--- config.mk ---
export PLATFORM = sky130hd
export DESIGN_NAME = scpio_port_ctrl
export DESIGN_NICKNAME = d
export VERILOG_FILES = /design/src/scpio_pkg.sv /design/src/scpio_port_ctrl.sv
export VERILOG_INCLUDE_DIRS = /design/src /design/src/src
export SDC_FILE = /design/constraint.sdc
export NUM_CORES = 1
export LEC_CHECK = 0
export ABC_AREA = 0
export CORE_UTILIZATION = 55
export CTS_CLUSTER_DIAMETER = 200
export DETAILED_ROUTE_END_ITERATION = 10
export DONT_BUFFER_PORTS = 1
export HOLD_SLACK_MARGIN = 0.12
export PLACE_DENSITY = 0.79
export SETUP_SLACK_MARGIN = 0.4
export SYNTH_ARGS = -nofsm -noshare
export SYNTH_HDL_FRONTEND = slang
export SYNTH_SLANG_ARGS = --single-unit
--- constraint.sdc ---
create_clock -name mclk -period 7.1 [get_ports mclk]
set_clock_uncertainty 0.2 [all_clocks]
set_input_delay 1.065 -clock mclk [delete_from_list [all_inputs] [get_ports mclk]]
set_output_delay 1.065 -clock mclk [all_outputs]
set_load 0.02 [all_outputs]
--- src/scpio_consts.svh ---
`ifndef SCPIO_CONSTS_SVH
`define SCPIO_CONSTS_SVH

`define SCPIO_DATA_W        8
`define SCPIO_PORT_W        8
`define SCPIO_REG_CNT       16
`define SCPIO_REG_IDX_W     4
`define SCPIO_DATA_RST      8'h00
`define SCPIO_PORT_RST      8'h00
`define SCPIO_REG_RST       8'h00

`endif

--- src/scpio_pkg.sv ---
`include "scpio_consts.svh"

package scpio_pkg;

	typedef logic [`SCPIO_DATA_W-1:0]    scpio_byte_t;
	typedef logic [`SCPIO_PORT_W-1:0]    scpio_port_t;
	typedef logic [`SCPIO_REG_IDX_W-1:0] scpio_ridx_t;

	typedef enum logic [1:0]
	{
		SCPIO_OP_NONE,
		SCPIO_OP_READ,
		SCPIO_OP_WRITE
	} scpio_op_t;

	typedef enum logic [1:0]
	{
		SCPIO_IDLE,
		SCPIO_WR,
		SCPIO_RD_WAIT,
		SCPIO_RD_CAP
	} scpio_state_t;

	typedef struct packed
	{
		scpio_state_t state;
		scpio_port_t  port_select;
		scpio_byte_t  out_data;
		logic         write_pulse;
		logic         read_pulse;
		scpio_ridx_t  rd_dest;
		logic         done;
		scpio_byte_t [`SCPIO_REG_CNT-1:0] gpr;
	} scpio_state_reg_t;

endpackage

--- src/scpio_port_ctrl.sv ---
`timescale 1ns/10ps
// Summary of operation
// - on port write, drive select and data, pulse write for one cycle
// - up to 256 output port addresses through the full 8-bit select
// - read 8-bit values from 256 inputs, port by constant or register
// - always drive all eight write data bits
// - read pulse high on the cycle the port read is executed
// - read loads one of sixteen registers, write sends a register
`include "scpio_consts.svh"
module scpio_port_ctrl
(
	input  wire logic               mclk,
	input  wire logic               sys_rst,
	input  wire scpio_pkg::scpio_op_t   op,
	input  wire logic               use_reg_port,
	input  wire scpio_pkg::scpio_port_t port_const,
	input  wire scpio_pkg::scpio_ridx_t port_reg,
	input  wire scpio_pkg::scpio_ridx_t data_reg,
	input  wire scpio_pkg::scpio_byte_t read_data,
	output logic                    busy,
	output logic                    done,
	output scpio_pkg::scpio_port_t  port_select,
	output scpio_pkg::scpio_byte_t  write_data,
	output logic                    write_pulse,
	output logic                    read_pulse,
	input  wire scpio_pkg::scpio_ridx_t peek_reg,
	output scpio_pkg::scpio_byte_t  peek_data
);
	import scpio_pkg::*;

	scpio_state_reg_t s_q;
	scpio_state_reg_t s_d;

	// requests are only taken while the sequencer is idle
	logic                      idle;
	logic                      start_wr;
	logic                      start_rd;

	// register file views for port number and write data
	scpio_byte_t               port_reg_val;
	scpio_byte_t               data_reg_val;
	scpio_port_t               port_pick;

	// one load strobe per register of the file
	logic [`SCPIO_REG_CNT-1:0] rd_load;

	// state compare shared by the strobes and the busy flag
	function automatic logic in_state
	(
		input scpio_state_t cur,
		input scpio_state_t want
	);
		in_state = (cur == want);
	endfunction

	// request decode shared by the write and read starts
	function automatic logic op_hit
	(
		input scpio_op_t cur,
		input scpio_op_t want
	);
		op_hit = (cur == want);
	endfunction

	// one register out of the file, used for port, data and peek
	function automatic scpio_byte_t read_reg
	(
		input scpio_byte_t [`SCPIO_REG_CNT-1:0] file,
		input scpio_ridx_t                      idx
	);
		read_reg = file[idx];
	endfunction

	// true when a register index selects register n
	function automatic logic reg_hit
	(
		input scpio_ridx_t idx,
		input int          n
	);
		reg_hit = (idx == scpio_ridx_t'(n));
	endfunction

	// port number from immediate or from a register
	function automatic scpio_port_t pick_port
	(
		input logic        use_reg,
		input scpio_port_t k,
		input scpio_byte_t r
	);
		pick_port = use_reg ? r : k;
	endfunction

	assign idle         = in_state(s_q.state, SCPIO_IDLE);
	assign start_wr     = idle && op_hit(op, SCPIO_OP_WRITE);
	assign start_rd     = idle && op_hit(op, SCPIO_OP_READ);
	assign port_reg_val = read_reg(s_q.gpr, port_reg);
	assign data_reg_val = read_reg(s_q.gpr, data_reg);

	// whole register value is the port number, no bits are masked
	assign port_pick = pick_port(use_reg_port, port_const, port_reg_val);

	// only the read destination takes the bus value
	genvar g;
	generate
		for (g = 0; g < `SCPIO_REG_CNT; g = g + 1)
		begin : g_load
			assign rd_load[g] = in_state(s_q.state, SCPIO_RD_CAP) &&
				reg_hit(s_q.rd_dest, g);
		end
	endgenerate

	always_comb
	begin
		s_d = s_q;
		s_d.write_pulse = 1'b0;
		s_d.read_pulse  = 1'b0;
		s_d.done        = 1'b0;
		unique case (s_q.state)
			SCPIO_IDLE:
			begin
				if (start_wr)
				begin
					s_d.port_select = port_pick;
					s_d.out_data    = data_reg_val;
					s_d.write_pulse = 1'b1;
					s_d.state       = SCPIO_WR;
				end
				else if (start_rd)
				begin
					// select is set one cycle ahead of the registered mux
					s_d.port_select = port_pick;
					s_d.rd_dest     = data_reg;
					s_d.state       = SCPIO_RD_WAIT;
				end
			end
			SCPIO_WR:
			begin
				// select and data stay put through the pulse cycle
				s_d.state = SCPIO_IDLE;
				s_d.done  = 1'b1;
			end
			SCPIO_RD_WAIT:
			begin
				// one cycle for the peripheral's registered mux to settle
				s_d.read_pulse = 1'b1;
				s_d.state      = SCPIO_RD_CAP;
			end
			SCPIO_RD_CAP:
			begin
				// bus value taken at the edge after the pulse cycle
				for (int k = 0; k < `SCPIO_REG_CNT; k++)
				begin
					if (rd_load[k])
					begin
						s_d.gpr[k] = read_data;
					end
				end
				s_d.done  = 1'b1;
				s_d.state = SCPIO_IDLE;
			end
		endcase
	end

	always_ff @(posedge mclk or posedge sys_rst)
	begin
		if (sys_rst)
		begin
			s_q.state       <= SCPIO_IDLE;
			s_q.port_select <= `SCPIO_PORT_RST;
			s_q.out_data    <= `SCPIO_DATA_RST;
			s_q.write_pulse <= 1'b0;
			s_q.read_pulse  <= 1'b0;
			s_q.rd_dest     <= '0;
			s_q.done        <= 1'b0;
			s_q.gpr         <= {`SCPIO_REG_CNT{`SCPIO_REG_RST}};
		end
		else
		begin
			s_q <= s_d;
		end
	end

	// busy drops in the done cycle so a new op may follow at once
	assign busy        = !idle;
	assign done        = s_q.done;
	assign write_pulse = s_q.write_pulse;
	assign read_pulse  = s_q.read_pulse;
	assign peek_data   = read_reg(s_q.gpr, peek_reg);

	// all select and data bits are driven on every write
	genvar b;
	generate
		for (b = 0; b < `SCPIO_DATA_W; b = b + 1)
		begin : g_bits
			assign port_select[b] = s_q.port_select[b];
			assign write_data[b]  = s_q.out_data[b];
		end
	endgenerate

endmodule

## Word-level counts from Yosys, hierarchy flattened

Index checks and enable logic that the tools add are counted.

| cells by class | value |
|---|---|
| $lt $le $gt $ge | 3 |
| bitwise gates (word level) | 1 |
| equal/unequal tests | 21 |
| reduce and logical (&&, ||, !) cells | 42 |
| multiplexer cells | 14 |

Operators by type and width:

| cell | count |
|---|---|
| $bmux 8 s4 | 3 |
| $reduce_and 2->1 | 18 |
| $eq 4x4->1 const B | 8 |
| $mux 8 | 4 |
| $mux 10 | 2 |
| $logic_and 1x1->1 | 18 |
| $eq 4x3->1 const B | 4 |
| $lt 4x5->1 const B | 3 |
| $eq 4x2->1 const B | 2 |
| $eq 2x2->1 const B | 3 |
| $pmux 2 s3 | 1 |
| $eq 2x1->1 const B | 2 |
| $eq 4x1->1 const B | 1 |
| $logic_not 4->1 | 1 |
| $mux 1 | 4 |
| $ne 3x1->1 const B | 1 |
| $reduce_and 3->1 | 1 |
| $logic_not 2->1 | 1 |
| $reduce_bool 2->1 | 1 |
| $reduce_or 2->1 | 1 |
| $logic_not 1->1 | 1 |
| $not 1->1 | 1 |

| storage, ports and cells | value |
|---|---|
| logic and storage cells | 104 |
| input bits | 33 |
| output and inout port bits | 28 |
| flip-flop bits (word level) | 153 |

## Depth between registers and ports, before layout

Gate-level depths: netlist of run 1.

| logic depth | value |
|---|---|
| depth in word-level cells | 6 |
| mapped depth | 7 |
| gate-level depth less buffers | 5 |

## Least setup slack after synthesis of run 1

OpenSTA, ideal clock, no wires.

| timing | value |
|---|---|
| path type | input to output |
| start | input peek_reg[0] |
| end | output peek_data[0] |
| arrival time | 2.450 ns |
| required time | 5.835 ns |
| stages on the path | 4 |
| setup slack | 3.385 ns |
| path buffers | 2 |
| cells stage by stage | buf_2 buf_6 mux4_2 mux4_2 |

| between the ends | value |
|---|---|
| cells in the longest elaborated chain, start to end | 2 |

Ends and longest elaborated chain:

| element | RTL line | RTL |
|---|---|---|
| from (decl) | scpio_port_ctrl.sv:26 | `input wire scpio_pkg::scpio_ridx_t peek_reg,` |
| $bmux 8 s4 | scpio_port_ctrl.sv:71 | `read_reg = file[idx];` |
| $mux 8 (implied by the code) | scpio_port_ctrl.sv:71 |  |
| to (decl) | scpio_port_ctrl.sv:27 | `output scpio_pkg::scpio_byte_t peek_data` |

No other way between the ends. The select of a mux whose other input is x is not followed.

## Worst setup path in the final report of run 1

| timing | value |
|---|---|
| start | input peek_reg[0] |
| end | output peek_data[5] |

Same word-level chain as after synthesis.

==> results of run 1 <==
-- stage by stage --
step | std cells | hold slack (ns) | power [mW]
global placement | 811 | 0.3329 | 2.731
finish | 843 | 0.3474 | 3.778
CTS | 843 | 0.3585 | 3.759
floorplan | 657 | 0.2624 | 2.607
detailed placement | 811 | 0.3425 | 2.811
global route | 843 | 0.3777 | 3.933
-- layout make-up --
cell class | instances | area share
clock buffer | 21 | 0.04795
clock inverter | 11 | 0.01479
inverter | 5 | 0.002551
multi-input combinational | 428 | 0.5126
sequential | 153 | 0.3903
tap | 220 | 0.02806
timing repair buffer | 5 | 0.003826
-- worst min path at each step --
stage | endpoint | slack, ns | cells past startpoint
finish | s_q[76]$_DFFE_PP0P_ | 0.35 | 1
global placement | s_q[54]$_DFFE_PP0P_ | 0.33 | 1
global route | s_q[60]$_DFFE_PP0P_ | 0.38 | 1
detailed placement | s_q[77]$_DFFE_PP0P_ | 0.34 | 1
CTS | s_q[60]$_DFFE_PP0P_ | 0.36 | 1
floorplan | write_data[1]$_DFFE_PP0P_ | 0.26 | 2
-- where the power goes --
group / switching, mW / internal [mW] / leakage (nW)
Sequential: 0.466 / 1.23 / 1.94
Clock: 0.370 / 0.579 / 0.295
Combinational: 0.422 / 0.712 / 1.88
Total: 1.26 / 2.52 / 4.12
-- sequential cells by signal (all words and copies together) (netlist names) --
| register | flops |
|---|---|
| write_data | 8 |
| done | 1 |
| s_q | 134 |
| write_pulse | 1 |
| port_select | 8 |
| read_pulse | 1 |
-- layout by cell type (no fill, tap or decap), drive strengths merged, types with 7 or more instances in the layout --
master / netlist / routed
dfrtp: 153 / 153
clkbuf: 22 / 21
mux4: 79 / 79
mux2i: 55 / 55
o211ai: 10 / 10
a21oi: 7 / 7
nand2: 13 / 13
nor2: 16 / 16
nand2b: 8 / 8
or4: 7 / 7
nand3: 17 / 17
a2bb2oi: 8 / 8
o2111ai: 18 / 18
a22oi: 23 / 23
mux2: 133 / 133
-- routing by layer --
metal	vias up	track usage	routed length, µm
met2	390	0.4656	11770
met4	0	0.1738	1259
met1	3318	0.4199	10040
met5	-	0	0
li1	2495	-	-
met3	94	0.08189	2566
-- cell families after synthesis --
family / synth area share
xor+xnor: 0.001884
flops: 0.4117
simple gates: 0.05260
buf+inv: 0.04762
compound gates: 0.06821
mux: 0.4180
==> impl_metrics.ini, run 1 <==
[status]
outcome = finished clean

[timing]
timing.final.ws_setup_ns = 3.715
finalCritPeriodShare = 0.4768
worst-slew-pin-transition_ns = 1.346
final_hold_viol_count = 0
fin_tns_setup_ns = 0
timing.final.crit_period_ns = 3.385
max-slew-margin-rel = 0.1006
maxClockFrequency_mhz = 295.4
grt_setup_unrepaired = no
final_setup_vio_count = 0
final-max-slew-violation-count = 0

[clocking]
cts_htree_levels = 4
cts_buffer_depth = 2
ctsResizeCount = 0
hold_buffers = 0
worstSkewPairLatency_ns = 0.44
cts_setup_buffers = 0
cts_root_buffer = clkbuf_16
clk_pin_slew_ns = 0.06
cts_sinks = 153
cts_buffers = 17
cts_tree = done

[critical_path]
cp_cell_sequence = mux4_2 > mux4_2
critical_path.max_stage_delay_ns = 0.57
rr_endpoint = s_q[132]$_DFFE_PP0P_
setup.worst_path.start = peek_reg[0]
startpoint_type = primary input
critPathMaxFanout = 32
worst-endpoint-arrival_ns = 2.12
worstSetupEndpointType = output port
critical_path_cell_count = 2
cp.required_ns = 5.83
cp_slowest_cell = mux4_2
timing.rr.start = s_q[152]$_DFFE_PP0P_
timing.critical_path.mode_cell = mux4_2
setup.worst_path.end = peek_data[5]
critical_path.top_delay_family = multiplexers
critical_path.n_buffers_inverters = 0
critical_path_type = primary input to output port
rrSetupSlack_ns = 4.60
worst_r2r_path_depth = 4

[place]
dp_hpwl_um = 16160
dpl-instance-area_um2 = 9195
dp_slack_ns = 3.710
numPortBuffers = 0
routabilityCongestion = 0.8523

[pwr]
peak_supply_drop_v = 0.0002195
cellPowerDensity_nw_per_um2 = 385.0
total_leakage_power_nw = 4.116

[synthesis]
ys_seq_area_frac = 0.4117
yosys.cell_types.count = 48
synthesis.instances = 657
netlist.top_cell.by_area = dfrtp_1
synth-warning-count = 0
synth.top_cells.by_count = 153 x dfrtp_1, 117 x mux2_2, 79 x mux4_2, 55 x mux2i_1, 23 x a22oi_1
ys_seq_elements = 153
synthFlopType = dfrtp_1
synth-edff-count = 0
synth.most_common_cell = dfrtp_1
synth_largest_type_area_fraction = 0.4117
ys_async_sr_fraction = 1.000
syn-num-nets = 690
syn-cell-area_um2 = 9300
synth_area_per_cell_um2 = 14.16
yosys-top-cells-area = dfrtp_1 41%, mux4_2 19%, mux2_2 14%, mux2i_1 5.9%, mux2_4 2.6%

[die]
die_x_um = 132.0
std_cell_core_area_um2 = 16520
io_pins = 61
rows = 47
fp.dieH_um = 132.0
dieArea_um2 = 17430
floorplan.initialDensity = 0.5628

[finish]
final.fill_count = 1213
multi_input_comb_area_um2 = 5029
final_core_util = 0.5937
antenna_cells = 0
final-seq-area_um2 = 3829
drive_gt1_frac = 0.4302
final_non_filler_cell_area_um2 = 9811
final_nets = 643
synth_to_layout_area_growth_pct = 5.489

[drt]
wl_um = 25640
vias_per_cell = 7.470
drt-pass1-iter-count = 5
drt-wirelength-per-cell_um = 30.41
route.antenna.remaining_nets = 0
drt_iter0_markers = 770
detail_route.drc_violations = 0
dr_total_vias = 6297

[global_route]
grt_remaining_overflow = 0
grtUsageTotal = 0.3126
grt_first_pass_wirelength_um = 39910
first_global_vias = 6467
grt_max_degree = 93
antenna_found_initial = 1

[min_path]
min-delay-path-class = primary input to asynchronous set/reset pin

[run]
timing.max_cap.violations = 0
Power figures use the tool's default switching activity.
==> inputs of run 2 (changes only) <==
==> constraint.sdc (replaced) <==
create_clock -name mclk -period 3.15 [get_ports mclk]
set_clock_uncertainty 0.2 [all_clocks]
set_input_delay 0.4725 -clock mclk [delete_from_list [all_inputs] [get_ports mclk]]
set_output_delay 0.4725 -clock mclk [all_outputs]
set_load 0.02 [all_outputs]
==> run 2 against run 1 <==
Critical path type is now register to output port. Largest cell class unchanged. Sequential share of layout area decreased by 0.63 points. Combinational power up 140%. Sequential cell count unchanged. Largest power group unchanged. Via count is 3.0% higher.
==> impl_metrics.ini, run 2 (synthesized netlist as in run 1, its figures left out) <==
[status]
outcome = finished clean

[critical_path]
worst-endpoint-arrival_ns = 1.91
setup.worst_path.start = s_q[95]$_DFFE_PP0P_
worstSetupEndpointType = output port
timing.rr.start = s_q[151]$_DFFE_PP0P_
startpoint_type = register
critPathMaxFanout = 4
critical_path_type = register to output port
cp.required_ns = 2.48

[finish]
synth_to_layout_area_growth_pct = 7.211
mostFrequentLayoutCells = 153 x dfrtp_1, 117 x mux2_2, 79 x mux4_2
final.fill_count = 1221
most_common_cell_after_layout_fill_and_taps_aside = dfrtp_1
flip_flop_count_of_the_largest_register_after_layout = 134
drive_gt1_frac = 0.4150
final-seq-area_um2 = 3829
multi_input_comb_area_um2 = 5029
final_nets = 664
top_register = s_q

[global_route]
grt_first_pass_wirelength_um = 42310
first_global_vias = 6706
grtUsageTotal = 0.3313
grt_max_degree = 72
grt_remaining_overflow = 0
antenna_found_initial = 1

[timing]
final_hold_viol_count = 0
final_setup_vio_count = 0
maxClockFrequency_mhz = 386.5
final-max-slew-violation-count = 0
fin_tns_setup_ns = 0
grt_setup_unrepaired = no
max-slew-margin-rel = 0.3405
worst-slew-pin-transition_ns = 0.9822
finalCritPeriodShare = 0.8213
timing.final.crit_period_ns = 2.587

[place]
numPortBuffers = 0
dp_hpwl_um = 17280
routabilityCongestion = 0.8791

[clocking]
cts_htree_levels = 4
cts_buffer_depth = 2
clk_pin_slew_ns = 0.06
cts_buffers = 17
cts_setup_buffers = 0
cts_sinks = 153
cts_tree = done
cts_root_buffer = clkbuf_16
worstSkewPairLatency_ns = 0.43

[die]
dieArea_um2 = 17430
floorplan.initialDensity = 0.5628
std_cell_core_area_um2 = 16520
io_pins = 61
rows = 47
die_x_um = 132.0
fp.dieH_um = 132.0

[min_path]
worst_hold_startpoint = port_reg[3]
min-delay-path-class = primary input to register

[pwr]
cellPowerDensity_nw_per_um2 = 853.7
fin_total_pwr_mw = 8.513
peak_supply_drop_v = 0.0004014
total_leakage_power_nw = 4.191

[drt]
detail_route.drc_violations = 0
drt_iter0_markers = 912
dr_total_vias = 6489
route.antenna.remaining_nets = 0
drt-wirelength-per-cell_um = 31.82
vias_per_cell = 7.528
drt-pass1-iter-count = 6
wl_um = 27430

[run]
timing.max_cap.violations = 0
run 2: changes by cell type in the layout (fill, tap and decap cells not counted), sizes merged:
| cell | delta |
|---|---|
| buf | +6 |
| diode | +1 |
| clkinvlp | -2 |
| bufinv | -1 |
| clkinv | -4 |
| dlygate4sd3 | +15 |
| clkbuf | +5 |
| inv | -1 |
run 2: path summary, 6_finish.rpt:
check                                        endpoint  slack [ns]  depth (start not counted)
max                                      peek_data[7]        0.56                          2
min                        port_select[1]$_DFFE_PP0P_        0.12                          3
min reg2reg                       s_q[16]$_DFFE_PP0P_        0.35                          1
max reg2reg                 write_data[7]$_DFFE_PP0P_        0.67                          5
max in group asynchronous         s_q[54]$_DFFE_PP0P_        1.49                          3
min in group asynchronous        s_q[124]$_DFFE_PP0P_        0.45                          2
run 2: where the power goes:
group | switching [mW] | internal, mW | leakage [nW]
sequential | 1.09 | 2.77 | 1.94
combinational | 1.05 | 1.63 | 1.98
clock | 0.760 | 1.21 | 0.270
run 2: stage by stage:
step,cells,instance area [µm²],hold WS [ns],utilization,setup slack [ns]
6_report,862,9971,0.1239,0.6034,0.5628
5_1_grt,862,9971,0.1240,0.6034,0.5296
4_1_cts,861,9968,0.1226,0.6032,0.5660
3_5_place_dp,817,9264,0.3014,0.5606,0.7207
3_3_place_gp,817,9264,0.2900,0.5606,0.8059
2_1_floorplan,657,9304,0.2624,-,0.5466
run 2: repair_timing:
item                      4_1_cts  5_1_grt
hold endpoints to repair      178        0
gates resized for setup         0        0
hold buffers                   15        0
run 2: worst max-delay path, stage by stage, from the launching register on:
cell and delay (ns):
dfrtp_1 0.42, mux4_2 0.49, mux4_2 0.58
run 2: cell type report:
class	count	share of cell area
Tap cell	220	0.02761
Clock buffer	26	0.04907
Inverter	5	0.002384
Timing Repair Buffer	26	0.02585
Sequential cell	153	0.3840
Multi-Input combinational cell	428	0.5043
Clock inverter	3	0.006525
Antenna cell	1	0.0002510
run 2: per-layer routing:
metal  wire [µm]  share of wire  vias up  GRT usage
met5           0              0        -          0
met2       12330           0.45      497     0.4924
met1       10260           0.37     3348     0.4301
li1            -              -     2541          -
met3        3424           0.12      103     0.1207
met4        1411          0.051        0     0.1647
